**config.mk**
```make
export PLATFORM = sky130hd
export DESIGN_NAME = split_auto_reload_timer
export DESIGN_NICKNAME = d
export VERILOG_FILES = /design/src/split_timer_pkg.sv /design/src/timer_prescaler.sv /design/src/split_auto_reload_timer.sv
export VERILOG_INCLUDE_DIRS = /design/src /design/src/src
export SDC_FILE = /design/constraint.sdc
export NUM_CORES = 1
export LEC_CHECK = 0
export BUFFER_PORTS_ARGS = -buffer_cell sky130_fd_sc_hd__buf_4
export CORE_MARGIN = 2
export CORE_UTILIZATION = 50
export CTS_CLUSTER_SIZE = 8
export DETAILED_ROUTE_END_ITERATION = 6
export PLACE_DENSITY = 0.67
export SYNTH_ARGS = -nofsm -noshare
export SYNTH_HDL_FRONTEND = slang
export SYNTH_SLANG_ARGS = --single-unit
```
**constraint.sdc**
```tcl
create_clock -name clk -period 2.7 [get_ports clk]
set_input_delay 0.405 -clock clk [delete_from_list [all_inputs] [get_ports clk]]
set_output_delay 0.405 -clock clk [all_outputs]
set_load 0.01 [all_outputs]
```
**src/split_timer_cfg.svh**
```systemverilog
// constants for the split auto-reload timer: register addresses, bit positions,
// reset values and prescale counts. assumes inclusion by bare name.
`ifndef SPLIT_TIMER_CFG_SVH
`define SPLIT_TIMER_CFG_SVH

`define ADDR_CONTROL      8'h91
`define ADDR_RELOAD_LOW   8'h92
`define ADDR_RELOAD_HIGH  8'h93
`define ADDR_COUNT_LOW    8'h94
`define ADDR_COUNT_HIGH   8'h95

`define BIT_HIGH_FLAG     7
`define BIT_LOW_FLAG      6
`define BIT_LOW_IE        5
`define BIT_CAPTURE_EN    4
`define BIT_SPLIT         3
`define BIT_RUN           2
`define BIT_UNUSED        1
`define BIT_EXT_CLK       0

`define CONTROL_RESET     8'h00
`define BYTE_RESET        8'h00
`define BYTE_MAX          8'hFF

`define SYS_DIVIDE        12
`define EXT_DIVIDE        8

`endif

```
**src/split_timer_pkg.sv**
```systemverilog
// types shared by the split auto-reload timer files.
// assumes the constants header is available for inclusion.
package split_timer_pkg;

  // one register access from the core's special-register port
  typedef struct packed {
    logic [7:0] addr;
    logic       wr;
    logic       rd;
    logic [7:0] wdata;
  } sfr_req_t;

  // clock choices of one counting byte
  typedef struct packed {
    logic byte_sel;
    logic ext_sel;
  } byte_clock_t;

endpackage

```
**src/timer_prescaler.sv**
```systemverilog
// prescaler: system clock / 12 and external clock / 8 as one-cycle enables.
// assumes the external clock is asynchronous and slower than half the system clock.
`timescale 1ns/1ps
`include "split_timer_cfg.svh"
module timer_prescaler import split_timer_pkg::*; #(
  parameter int SYS_DIV = `SYS_DIVIDE,
  parameter int EXT_DIV = `EXT_DIVIDE
) (
  // clock and reset
  input  wire logic clk,
  input  wire logic rst,
  // external clock pin
  input  wire logic ext_clock,
  // enables
  output logic      sys_tick,
  output logic      ext_tick
);
  localparam int SW = $clog2(SYS_DIV);
  localparam int EW = $clog2(EXT_DIV);

  logic [SW-1:0] sys_count;
  logic [EW-1:0] ext_count;
  logic          ext_meta;
  logic          ext_sync;
  logic          ext_prev;

  always_ff @(posedge clk or posedge rst) begin
    if (rst) begin
      sys_count <= '0;
      sys_tick  <= 1'b0;
    end else if (sys_count == SW'(SYS_DIV - 1)) begin
      sys_count <= '0;
      sys_tick  <= 1'b1;
    end else begin
      sys_count <= sys_count + 1'b1;
      sys_tick  <= 1'b0;
    end
  end

  always_ff @(posedge clk or posedge rst) begin
    if (rst) begin
      ext_meta <= 1'b0;
      ext_sync <= 1'b0;
      ext_prev <= 1'b0;
    end else begin
      ext_meta <= ext_clock;
      ext_sync <= ext_meta;
      ext_prev <= ext_sync;
    end
  end

  // one tick for every EXT_DIV rising edges of the external clock
  always_ff @(posedge clk or posedge rst) begin
    if (rst) begin
      ext_count <= '0;
      ext_tick  <= 1'b0;
    end else if (ext_sync && !ext_prev) begin
      ext_count <= (ext_count == EW'(EXT_DIV - 1)) ? '0 : ext_count + 1'b1;
      ext_tick  <= (ext_count == EW'(EXT_DIV - 1));
    end else begin
      ext_tick  <= 1'b0;
    end
  end

endmodule // timer_prescaler

```
**src/split_auto_reload_timer.sv**
```systemverilog
// split auto-reload timer: one 16-bit or two 8-bit auto-reload counters,
// overflow flags, interrupt request and low-frequency oscillator capture.
// assumes a single-cycle special-register port from the core on clk; the byte clock
// selects and the timer interrupt enable come from logic on the same clock.
`timescale 1ns/1ps
`include "split_timer_cfg.svh"
module split_auto_reload_timer import split_timer_pkg::*; (
  // clock and reset
  input  wire logic       clk,
  input  wire logic       rst,
  // special-register port
  input  wire sfr_req_t   sfr_req,
  output logic [7:0]      sfr_rdata,
  // clock selects held in the clock control register
  input  wire logic       high_byte_clock_select,
  input  wire logic       low_byte_clock_select,
  // external oscillator and low-frequency oscillator pins
  input  wire logic       ext_clock,
  input  wire logic       lfo_out,
  // interrupt controller
  input  wire logic       timer_int_enable,
  output logic            irq_request
);

  logic       high_overflow_flag;
  logic       low_overflow_flag;
  logic       low_interrupt_enable;
  logic       lfo_capture_enable;
  logic       split_mode_select;
  logic       run_control;
  logic       external_clock_select;
  logic [7:0] count_high_byte;
  logic [7:0] count_low_byte;
  logic [7:0] reload_high_byte;
  logic [7:0] reload_low_byte;

  logic       sys_tick;
  logic       ext_tick;
  logic       lfo_meta;
  logic       lfo_sync;
  logic       lfo_prev;
  logic       capture;
  logic [1:0] byte_tick;
  logic       low_step;
  logic       high_step;
  logic       low_wrap;
  logic       high_wrap;
  logic [7:0] timer_control;

  wire byte_clock_t [1:0] clock_choice = '{
    '{byte_sel: high_byte_clock_select, ext_sel: external_clock_select},
    '{byte_sel: low_byte_clock_select,  ext_sel: external_clock_select}};

  function automatic logic hit(input logic [7:0] a);
    hit = sfr_req.addr == a;
  endfunction

  timer_prescaler #(
    .SYS_DIV (`SYS_DIVIDE),
    .EXT_DIV (`EXT_DIVIDE)
  ) u_prescaler (
    .clk       (clk),
    .rst       (rst),
    .ext_clock (ext_clock),
    .sys_tick  (sys_tick),
    .ext_tick  (ext_tick)
  );

  // per-byte clock selection; index 0 is the low byte, 1 the high byte
  genvar g;
  generate
    for (g = 0; g < 2; g++) begin : g_clk
      assign byte_tick[g] = clock_choice[g].byte_sel ? 1'b1 :
                            (clock_choice[g].ext_sel ? ext_tick : sys_tick);
    end
  endgenerate

  // in 16-bit mode the whole count advances on the low byte's clock
  assign low_step  = split_mode_select ? byte_tick[0] : (run_control && byte_tick[0]);
  assign high_step = split_mode_select ? (run_control && byte_tick[1])
                                       : (low_step && count_low_byte == `BYTE_MAX);
  assign low_wrap  = low_step && count_low_byte == `BYTE_MAX;
  assign high_wrap = high_step && count_high_byte == `BYTE_MAX;

  // low-frequency oscillator is asynchronous: two flops before the edge detect
  always_ff @(posedge clk or posedge rst) begin
    if (rst) begin
      lfo_meta <= 1'b0;
      lfo_sync <= 1'b0;
      lfo_prev <= 1'b0;
    end else begin
      lfo_meta <= lfo_out;
      lfo_sync <= lfo_meta;
      lfo_prev <= lfo_sync;
    end
  end

  assign capture = lfo_capture_enable && timer_int_enable && lfo_sync && !lfo_prev;

  // control bits written by software
  always_ff @(posedge clk or posedge rst) begin
    if (rst) begin
      low_interrupt_enable  <= 1'b0;
      lfo_capture_enable    <= 1'b0;
      split_mode_select     <= 1'b0;
      run_control           <= 1'b0;
      external_clock_select <= 1'b0;
    end else if (sfr_req.wr && hit(`ADDR_CONTROL)) begin
      low_interrupt_enable  <= sfr_req.wdata[`BIT_LOW_IE];
      lfo_capture_enable    <= sfr_req.wdata[`BIT_CAPTURE_EN];
      split_mode_select     <= sfr_req.wdata[`BIT_SPLIT];
      run_control           <= sfr_req.wdata[`BIT_RUN];
      external_clock_select <= sfr_req.wdata[`BIT_EXT_CLK];
    end
  end

  // hardware set wins over a software write in the same cycle
  always_ff @(posedge clk or posedge rst) begin
    if (rst) begin
      high_overflow_flag <= 1'b0;
      low_overflow_flag  <= 1'b0;
    end else begin
      if (high_wrap)
        high_overflow_flag <= 1'b1;
      else if (sfr_req.wr && hit(`ADDR_CONTROL))
        high_overflow_flag <= sfr_req.wdata[`BIT_HIGH_FLAG];
      if (low_wrap)
        low_overflow_flag <= 1'b1;
      else if (sfr_req.wr && hit(`ADDR_CONTROL))
        low_overflow_flag <= sfr_req.wdata[`BIT_LOW_FLAG];
    end
  end

  // counting bytes; a software write to a count byte wins over counting
  always_ff @(posedge clk or posedge rst) begin
    if (rst) begin
      count_low_byte <= `BYTE_RESET;
    end else if (sfr_req.wr && hit(`ADDR_COUNT_LOW)) begin
      count_low_byte <= sfr_req.wdata;
    end else if (low_wrap) begin
      // 16-bit mode reloads only when the high byte also wraps
      if (split_mode_select || count_high_byte == `BYTE_MAX)
        count_low_byte <= reload_low_byte;
      else
        count_low_byte <= 8'h00;
    end else if (low_step) begin
      count_low_byte <= count_low_byte + 8'h01;
    end
  end

  always_ff @(posedge clk or posedge rst) begin
    if (rst) begin
      count_high_byte <= `BYTE_RESET;
    end else if (sfr_req.wr && hit(`ADDR_COUNT_HIGH)) begin
      count_high_byte <= sfr_req.wdata;
    end else if (high_wrap) begin
      count_high_byte <= reload_high_byte;
    end else if (high_step) begin
      count_high_byte <= count_high_byte + 8'h01;
    end
  end

  // reload bytes; a capture overrides a software write in the same cycle
  always_ff @(posedge clk or posedge rst) begin
    if (rst) begin
      reload_low_byte  <= `BYTE_RESET;
      reload_high_byte <= `BYTE_RESET;
    end else if (capture) begin
      reload_low_byte  <= count_low_byte;
      reload_high_byte <= count_high_byte;
    end else if (sfr_req.wr) begin
      if (hit(`ADDR_RELOAD_LOW))
        reload_low_byte <= sfr_req.wdata;
      if (hit(`ADDR_RELOAD_HIGH))
        reload_high_byte <= sfr_req.wdata;
    end
  end

  // interrupt request: level while a qualifying flag stands, plus the capture pulse
  always_ff @(posedge clk or posedge rst) begin
    if (rst)
      irq_request <= 1'b0;
    else
      irq_request <= timer_int_enable &&
                     (high_overflow_flag
                      || (low_interrupt_enable && low_overflow_flag)
                      || capture);
  end

  always_comb begin
    timer_control              = `CONTROL_RESET;
    timer_control[`BIT_HIGH_FLAG]  = high_overflow_flag;
    timer_control[`BIT_LOW_FLAG]   = low_overflow_flag;
    timer_control[`BIT_LOW_IE]     = low_interrupt_enable;
    timer_control[`BIT_CAPTURE_EN] = lfo_capture_enable;
    timer_control[`BIT_SPLIT]      = split_mode_select;
    timer_control[`BIT_RUN]        = run_control;
    timer_control[`BIT_UNUSED]     = 1'b0;
    timer_control[`BIT_EXT_CLK]    = external_clock_select;
  end

  // read data registered; unmapped addresses read zero
  always_ff @(posedge clk or posedge rst) begin
    if (rst) begin
      sfr_rdata <= 8'h00;
    end else if (sfr_req.rd) begin
      case (sfr_req.addr)
        `ADDR_CONTROL:     sfr_rdata <= timer_control;
        `ADDR_RELOAD_LOW:  sfr_rdata <= reload_low_byte;
        `ADDR_RELOAD_HIGH: sfr_rdata <= reload_high_byte;
        `ADDR_COUNT_LOW:   sfr_rdata <= count_low_byte;
        `ADDR_COUNT_HIGH:  sfr_rdata <= count_high_byte;
        default:           sfr_rdata <= 8'h00;
      endcase
    end
  end

endmodule // split_auto_reload_timer

```
# After elaboration in Yosys (flattened, before gate mapping)
# Index checks and enable logic that the tools add are counted.
# Widths: inputs -> output; s select.
[word_totals]
reg_bits = 63
latchBits = 0
ram_bits = 0
romBits = 0
output_inout_bits = 9
elab_cells = 90
memories = 0
[op_classes]
add_sub_neg = 4
mul = 0
div_mod_pow = 0
n_lt_le_gt_ge = 0
eq_ne = 9
shifts = 0
mux = 27
n_bitwise = 0
reduce_logical = 27
[op_table]
columns = ["op", "n"]
rows = [
  ["$mux 8", 13],
  ["$eq 8x8->1 const B", 7],
  ["$pmux 8 s5", 1],
  ["$add 8x1->8 const B", 2],
  ["$logic_and 1x1->1", 13],
  ["$mux 1", 11],
  ["$reduce_bool 2->1", 5],
  ["$reduce_bool 3->1", 2],
  ["$add 4x1->4 const B", 1],
  ["$eq 4x4->1 const B", 1],
  ["$mux 4", 1],
  ["$reduce_and 2->1", 2],
  ["$add 3x1->3 const B", 1],
  ["$eq 3x3->1 const B", 1],
  ["$logic_or 1x1->1", 3],
  ["$mux 3", 1],
  ["$logic_not 1->1", 2],
]

# Logic depth before layout (Yosys ltp)
# Gate-level depths: netlist (run 1).
[depth]
ltp_word = 9
mapped_depth = 8

# By module
# Synthesis (run 1) repeated with hierarchy kept, for this count alone.
[hier_totals]
cells_unflattened = 351
hier_area_um2 = 3585.9
[modules_own_cells]
columns = ["module", "n_inst", "cells_each", "area_per_inst_um2", "seq_area_each_um2"]
rows = [
  ["split_auto_reload_timer", 1, 319, 3104.2, 1276.2],
  ["timer_prescaler", 1, 32, 481.7, 300.3],
]

# Worst setup path after synthesis (run 1)
# OpenSTA, ideal clock, no wires.
[synth_timing]
path_kind = "register to register"
start = "reg count_low_byte[0]"
end = "reg count_high_byte[4]"
arrival_time_ns = 1.738
t_required_ns = 2.579
setup_slack_ns = 0.841
path_stages_with_launch = 8
path_cell_list = "dfrtp_1 > ha_1 > and4_4 > nand4_4 > o31ai_2 > buf_6 > a31oi_1 > a22o_1"
[synth_between]
elab_chain_cells = 6
elab_cells_between_ends = 7
classes_between = "eq/ne: 1; mux: 3; reduce/logical: 3"
[synth_rtl]
columns = ["item", "line", "source"]
rows = [
  ["from (decl)", "split_auto_reload_timer.sv:33", "logic [7:0] count_low_byte;"],
  ["from (signal assigned)", "split_auto_reload_timer.sv:137", "count_low_byte <= `BYTE_RESET;"],
  ["from (signal assigned)", "split_auto_reload_timer.sv:139", "count_low_byte <= sfr_req.wdata;"],
  ["from (signal assigned)", "split_auto_reload_timer.sv:143", "count_low_byte <= reload_low_byte;"],
  ["$eq 8x8->1 (no source line) (*)", "n/a", ""],
  ["$logic_and 1x1->1 (no source line) (*)", "n/a", ""],
  ["$mux 1 (*)", "split_auto_reload_timer.sv:80", "assign high_step = split_mode_select ? (run_control && byte_tick[1])"],
  ["$logic_and 1x1->1 (no source line)", "n/a", ""],
  ["$mux 8", "split_auto_reload_timer.sv:156", "end else if (high_wrap) begin"],
  ["$mux 8", "split_auto_reload_timer.sv:154", "end else if (sfr_req.wr && hit(`ADDR_COUNT_HIGH)) begin"],
  ["to (signal assigned)", "split_auto_reload_timer.sv:153", "count_high_byte <= `BYTE_RESET;"],
  ["to (signal assigned)", "split_auto_reload_timer.sv:155", "count_high_byte <= sfr_req.wdata;"],
  ["to (signal assigned)", "split_auto_reload_timer.sv:157", "count_high_byte <= reload_high_byte;"],
  ["to (decl)", "split_auto_reload_timer.sv:32", "logic [7:0] count_high_byte;"],
]
# Every way passes the cells marked *; elsewhere a longest branch is shown, timed or not.
# A chain may end at the register's enable or synchronous reset.

# Final worst setup path (run 1)
[layout_timing]
start = "reg count_high_byte[0]"
end = "reg count_low_byte[2]"
[layout_between]
elab_chain_cells = 5
[layout_rtl]
columns = ["item", "line", "source"]
rows = [
  ["$eq 8x8->1 (no source line)", "n/a", ""],
  ["$logic_or 1x1->1 (no source line)", "n/a", ""],
  ["$mux 8", "split_auto_reload_timer.sv:142", "if (split_mode_select || count_high_byte == `BYTE_MAX)"],
  ["$mux 8", "split_auto_reload_timer.sv:140", "end else if (low_wrap) begin"],
  ["$mux 8", "split_auto_reload_timer.sv:138", "end else if (sfr_req.wr && hit(`ADDR_COUNT_LOW)) begin"],
]
# No other way between the ends.

==> impl_metrics.py, run 1 <==
metrics = {
    "die": {
        "die_y_um": 87.4,
        "pin_count": 34,
        "die_x_um": 87.4,
        "num_rows": 30,
        "die_area_um2": 7640,
        "core_area_um2": 6760,
        "start_util": 0.515,
    },
    "clock_network": {
        "cts_tree": "done",
        "cts-root-buf": "clkbuf_8",
        "cts.clk_slew.worst_paths_ps": 80,
        "clk_latency_ps": 350,
        "clkSinkCount": 63,
        "numCtsBuffers": 9,
        "cts_resized": 0,
        "h-tree-depth": 3,
        "cts_setup_buffers": 0,
        "cts_buffer_depth": 2,
        "hold_buffers": 0,
    },
    "drt": {
        "wl_um": 9070,
        "wire_per_inst_um": 19.2,
        "ant_nets": 0,
        "drtIter0Drc": 222,
        "first_pass_iters": 5,
        "routed_via_density": 6.22,
        "drc": 0,
        "num_vias": 2938,
    },
    "synth": {
        "syn_inst": 360,
        "syn_area_um2": 3480,
        "yosysWarningCount": 0,
        "yosys.area.top_type": "dfrtp_1",
        "yosysTopAreaCellShare": 0.453,
        "synth_edf_count": 0,
        "seq_area_frac_synth": 0.453,
        "async_flop_share": 1.00,
        "synth_ff_type": "dfrtp_1",
        "syn_avg_cell_area_um2": 9.67,
        "synth_seq_cells": 63,
        "ys_types": 59,
        "ys_top_cells_by_area": "dfrtp_1 (45%), mux2i_1 (7.5%), a21oi_1 (5.0%)",
        "syn_nets": 390,
    },
    "timing": {
        "setup_tns_ps": 0,
        "fmax_mhz": 464,
        "worstMarginPinSlew_ps": 512,
        "finClkSkew_ps": 6.28,
        "period_needed_ps": 2160,
        "fin_crit_sh": 0.799,
        "slew_viol_final": 0,
        "setup_viol": 0,
        "finalHoldViolCount": 0,
        "grt_setup_unrepaired": "no",
        "slew_headroom": 0.659,
    },
    "layout": {
        "final.fill_count": 622,
        "area_delta_synth_final_pct": 13.7,
        "n_antenna_cell": 0,
        "final_common_cell": "dfrtp_1",
        "nets": 417,
        "drive_gt1_frac": 0.194,
        "finish.utilization": 0.585,
        "mostFrequentLayoutCells": "dfrtp_1 (63), buf_4 (41), nor2_1 (36)",
        "fin_area_um2": 3960,
    },
    "global_route": {
        "grt_max_degree": 27,
        "grt_pass1_wl_um": 14800,
        "antenna_found_initial": 0,
        "grt-ovfl-total": 0,
        "grt_pass1_vias": 2836,
        "track_usage": 0.259,
    },
    "placement": {
        "io_buffers": 33,
        "post-dp-hpwl_um": 6400,
        "place_area_um2": 3760,
        "place_congestion": 0.860,
    },
    "critical_path": {
        "cp-end-kind": "flop",
        "critical_path.top_delay_family": "simple AND/OR/NAND/NOR gates",
        "worstPathMaxFanout": 7,
        "reg2reg_setup_slack_ps": 540,
        "slowest_stage": "dfrtp_1",
        "cp_cell_sequence": "ha_1 > nand4_2 > or2_0 > a211oi_4 > nand2_1 > a311oi_1",
        "path_class": "reg2reg",
        "crit_buf_inv": 0,
        "slowest_delay_ps": 470,
        "start_kind": "flop",
        "cp.required_ps": 2960,
        "arrival_ps": 2420,
    },
    "min_path": {
        "hold_path_class": "in2async",
    },
    "pwr": {
        "combPwrFrac": 0.189,
        "switching_share": 0.331,
        "p_seq_frac": 0.495,
        "max-vdd-ir-drop_v": 0.000359,
        "p_int_mw": 1.76,
        "p_switching_uw": 874,
        "powerDensity_nw_per_um2": 667,
        "clkPwrFrac": 0.316,
        "p_leak_nw": 1.80,
    },
    "flow_run": {
        "cap_violations": 0,
    },
    "status": {
        "status": "completed",
    },
}
==> cell usage after synthesis (2+ instances only) <==
library cell and instances:
nand2_1 26, a31o_2 2, and4_1 5, a221oi_1 10
xnor2_1 4, or3_1 2, o21ai_1 4, nand4_1 2
nand3_1 5, o31ai_2 2, nor3b_1 2, a21boi_0 2
dfrtp_1 63, nor3_1 7, buf_2 13, o21ai_0 18
buf_4 3, clkbuf_1 8, a22oi_1 3, nand4_2 2
mux2i_1 26, a31oi_1 7, nor2_1 36, inv_1 13
a41o_1 2, and2_1 2, ha_1 5, nand2b_1 2
o22ai_1 3, a21oi_1 35, nor2b_1 6, mux2_2 7
a211o_1 3, o211ai_1 5
==> worst paths after layout <==
check,to,cells after the start,start
worst max-delay path,count_low_byte[2],6,count_high_byte[0]
worst min-delay path,u_prescaler.ext_count[2],2,rst
worst max register to register,count_low_byte[2],6,count_high_byte[0]
worst min register to register,lfo_sync,0,lfo_meta
max in group asynchronous,reload_low_byte[1],3,rst
min in group clk,lfo_meta,1,lfo_out
==> routing by layer <==
| metal | up-vias | wire length, µm | global-route usage |
|---|---|---|---|
| met5 | - | 0 | 0 |
| met4 | 0 | 231 | 0.105 |
| met3 | 19 | 430 | 0.0427 |
| met2 | 86 | 4380 | 0.393 |
| met1 | 1463 | 4030 | 0.370 |
| li1 | 1370 | - | - |
==> sequential cells by signal (all words and copies together), names as in the netlist, 3 cells and up <==
signal	count
reload_low_byte	8
sfr_rdata	8
u_prescaler.sys_count	4
count_low_byte	8
u_prescaler.ext_count	3
count_high_byte	8
reload_high_byte	8
==> per-stage QoR <==
step                instances  worst slack, ps  hold WS, ps  power, mW
floorplan                 360              725          331       1.64
global placement          456              515          335       1.79
detailed placement        456              474          338       1.81
CTS                       472              542         85.7       2.64
global route              472              288          134       2.79
finish                    472              544         79.2       2.64
==> cell families after synthesis <==
kind of cell               after synthesis  share of synthesized area
DFF                                     63                      0.453
buffers and inverters                   38                     0.0511
AOI/OAI and AO/OA                      110                      0.210
and+or+nand+nor                        106                      0.158
muxes                                   33                     0.0974
adders and majority gates                5                     0.0180
xor gates and xnor gates                 5                     0.0126
==> power by group through the flow <==
stage               Combinational [mW]  Clock [mW]  Sequential [mW]
CTS                              0.498       0.844             1.30
global route                     0.559       0.893             1.33
floorplan                        0.415           0             1.22
global placement                 0.477           0             1.31
detailed placement               0.492           0             1.32
finish                           0.498       0.833             1.31
==> layout make-up <==
class	count	area, µm²	area share
Timing Repair Buffer	41	308	0.0778
Sequential cell	63	1580	0.399
Clock inverter	7	72.6	0.0183
Multi-Input combinational cell	259	1730	0.436
Clock buffer	9	124	0.0313
Tap cell	80	100	0.0253
Inverter	13	48.8	0.0123
No activity file was read; power rests on OpenSTA's default activity.
==> run 2, diff against run 1 <==
- clock period: 2.7 -> 2.3 ns (I/O delays scaled with it)
==> run 2 against run 1 <==
Via count is 0.95% higher. Non-clock buffer count is 6 higher. Die area stayed put. Critical path depth stayed put. First-iteration DRC count is 17% higher. Combinational power is 16% higher. Largest power group unchanged. Critical endpoint unchanged. Fmax is 3.8% higher. Critical path type unchanged. Setup slack worse by 320 ps.
==> impl_metrics.py, run 2 (synthesized netlist as in run 1, its figures left out) <==
metrics = {
    "timing": {
        "timing.hold.ws_ps": 67.6,
        "finalHoldViolCount": 0,
        "period_needed_ps": 2080,
        "fmax_mhz": 481,
        "fin_crit_sh": 0.903,
        "grt_setup_unrepaired": "no",
        "finClkSkew_ps": 8.65,
        "slew_headroom": 0.716,
        "setup_viol": 0,
        "setup_tns_ps": 0,
        "slew_viol_final": 0,
        "worstMarginPinSlew_ps": 426,
    },
    "layout": {
        "final.fill_count": 572,
        "mostFrequentLayoutCells": "dfrtp_1 (63), buf_4 (46), nor2_1 (36)",
        "finish.utilization": 0.594,
        "final_common_cell": "dfrtp_1",
        "nets": 423,
        "n_antenna_cell": 0,
        "drive_gt1_frac": 0.202,
        "area_delta_synth_final_pct": 15.4,
    },
    "critical_path": {
        "ff2ff_path_depth": 6,
        "worstPathMaxFanout": 7,
        "path_class": "reg2reg",
        "arrival_ps": 2330,
        "cp.required_ps": 2550,
        "start_kind": "flop",
        "cp-end-kind": "flop",
    },
    "drt": {
        "drtIter0Drc": 260,
        "first_pass_iters": 4,
        "wire_per_inst_um": 18.4,
        "wl_um": 8770,
        "num_vias": 2966,
        "drc": 0,
        "ant_nets": 0,
        "routed_via_density": 6.22,
    },
    "flow_run": {
        "cap_violations": 0,
    },
    "pwr": {
        "fin_total_pwr_mw": 3.09,
        "p_leak_nw": 1.83,
        "powerDensity_nw_per_um2": 770,
        "max-vdd-ir-drop_v": 0.000436,
    },
    "clock_network": {
        "numCtsBuffers": 9,
        "clk_latency_ps": 340,
        "cts-root-buf": "clkbuf_8",
        "clkSinkCount": 63,
        "cts_resized": 0,
        "cts_tree": "done",
        "h-tree-depth": 3,
        "cts.clk_slew.worst_paths_ps": 70,
        "cts_buffer_depth": 2,
        "hold_buffers": 0,
        "cts_setup_buffers": 0,
    },
    "placement": {
        "post-dp-hpwl_um": 6220,
        "place_congestion": 0.856,
        "io_buffers": 33,
    },
    "die": {
        "num_rows": 30,
        "core_area_um2": 6760,
        "start_util": 0.515,
        "pin_count": 34,
        "die_area_um2": 7640,
        "die_x_um": 87.4,
        "die_y_um": 87.4,
    },
    "global_route": {
        "antenna_found_initial": 0,
        "grt_pass1_vias": 2751,
        "grt_pass1_wl_um": 14200,
        "grt_max_degree": 64,
        "grt-ovfl-total": 0,
        "track_usage": 0.248,
    },
    "status": {
        "status": "completed",
    },
    "min_path": {
        "hold_path_class": "in2async",
    },
}
-- run 2: worst paths after layout --
| check | start | to | slack [ps] |
|---|---|---|---|
| max | count_high_byte[0] | count_low_byte[2] | 220 |
| min | rst | u_prescaler.ext_count[2] | 70 |
| max reg2reg | count_high_byte[0] | count_low_byte[2] | 220 |
| min reg2reg | u_prescaler.ext_meta | u_prescaler.ext_sync | 350 |
| max in group asynchronous | rst | count_low_byte[7] | 1960 |
| min in group clk | lfo_out | lfo_meta | 110 |
-- run 2: final cells by class --
| class | count | area [µm²] | area share |
|---|---|---|---|
| repair buffers | 47 | 365 | 0.0910 |
| well taps | 80 | 100 | 0.0249 |
| multi-input cells | 259 | 1730 | 0.430 |
| clock inverters | 3 | 42.5 | 0.0106 |
| inverters | 13 | 48.8 | 0.0122 |
| clock buffers | 12 | 155 | 0.0387 |
| flip-flops and latches | 63 | 1580 | 0.393 |
-- run 2: routing by layer --
layer	GRT usage	part of all wire	vias to the layer above
li1	-	-	1388
met1	0.360	0.45	1441
met2	0.364	0.46	115
met3	0.0483	0.058	22
met4	0.101	0.025	0
met5	0	0	-
-- run 2: stage by stage --
| step | setup slack [ps] | area (µm²) | std cells |
|---|---|---|---|
| after floorplan | 385 | 3480 | 360 |
| after global placement | 231 | 3820 | 462 |
| after detailed placement | 231 | 3820 | 462 |
| after CTS | 197 | 4010 | 477 |
| after global routing | 9.30 | 4010 | 477 |
| final | 222 | 4010 | 477 |
-- run 2: report_power, final --
part           internal (mW)  switching [mW]
combinational          0.291           0.285
clock                  0.552           0.428
sequential              1.28           0.252
total                   2.12           0.966
-- run 2: worst max-delay path: stages (launching register included) --
cell	delay (ps)
dfrtp_1	470
ha_1	290
nand4_2	200
or2_0	340
a211oi_4	360
nand2_1	90
a311oi_1	240
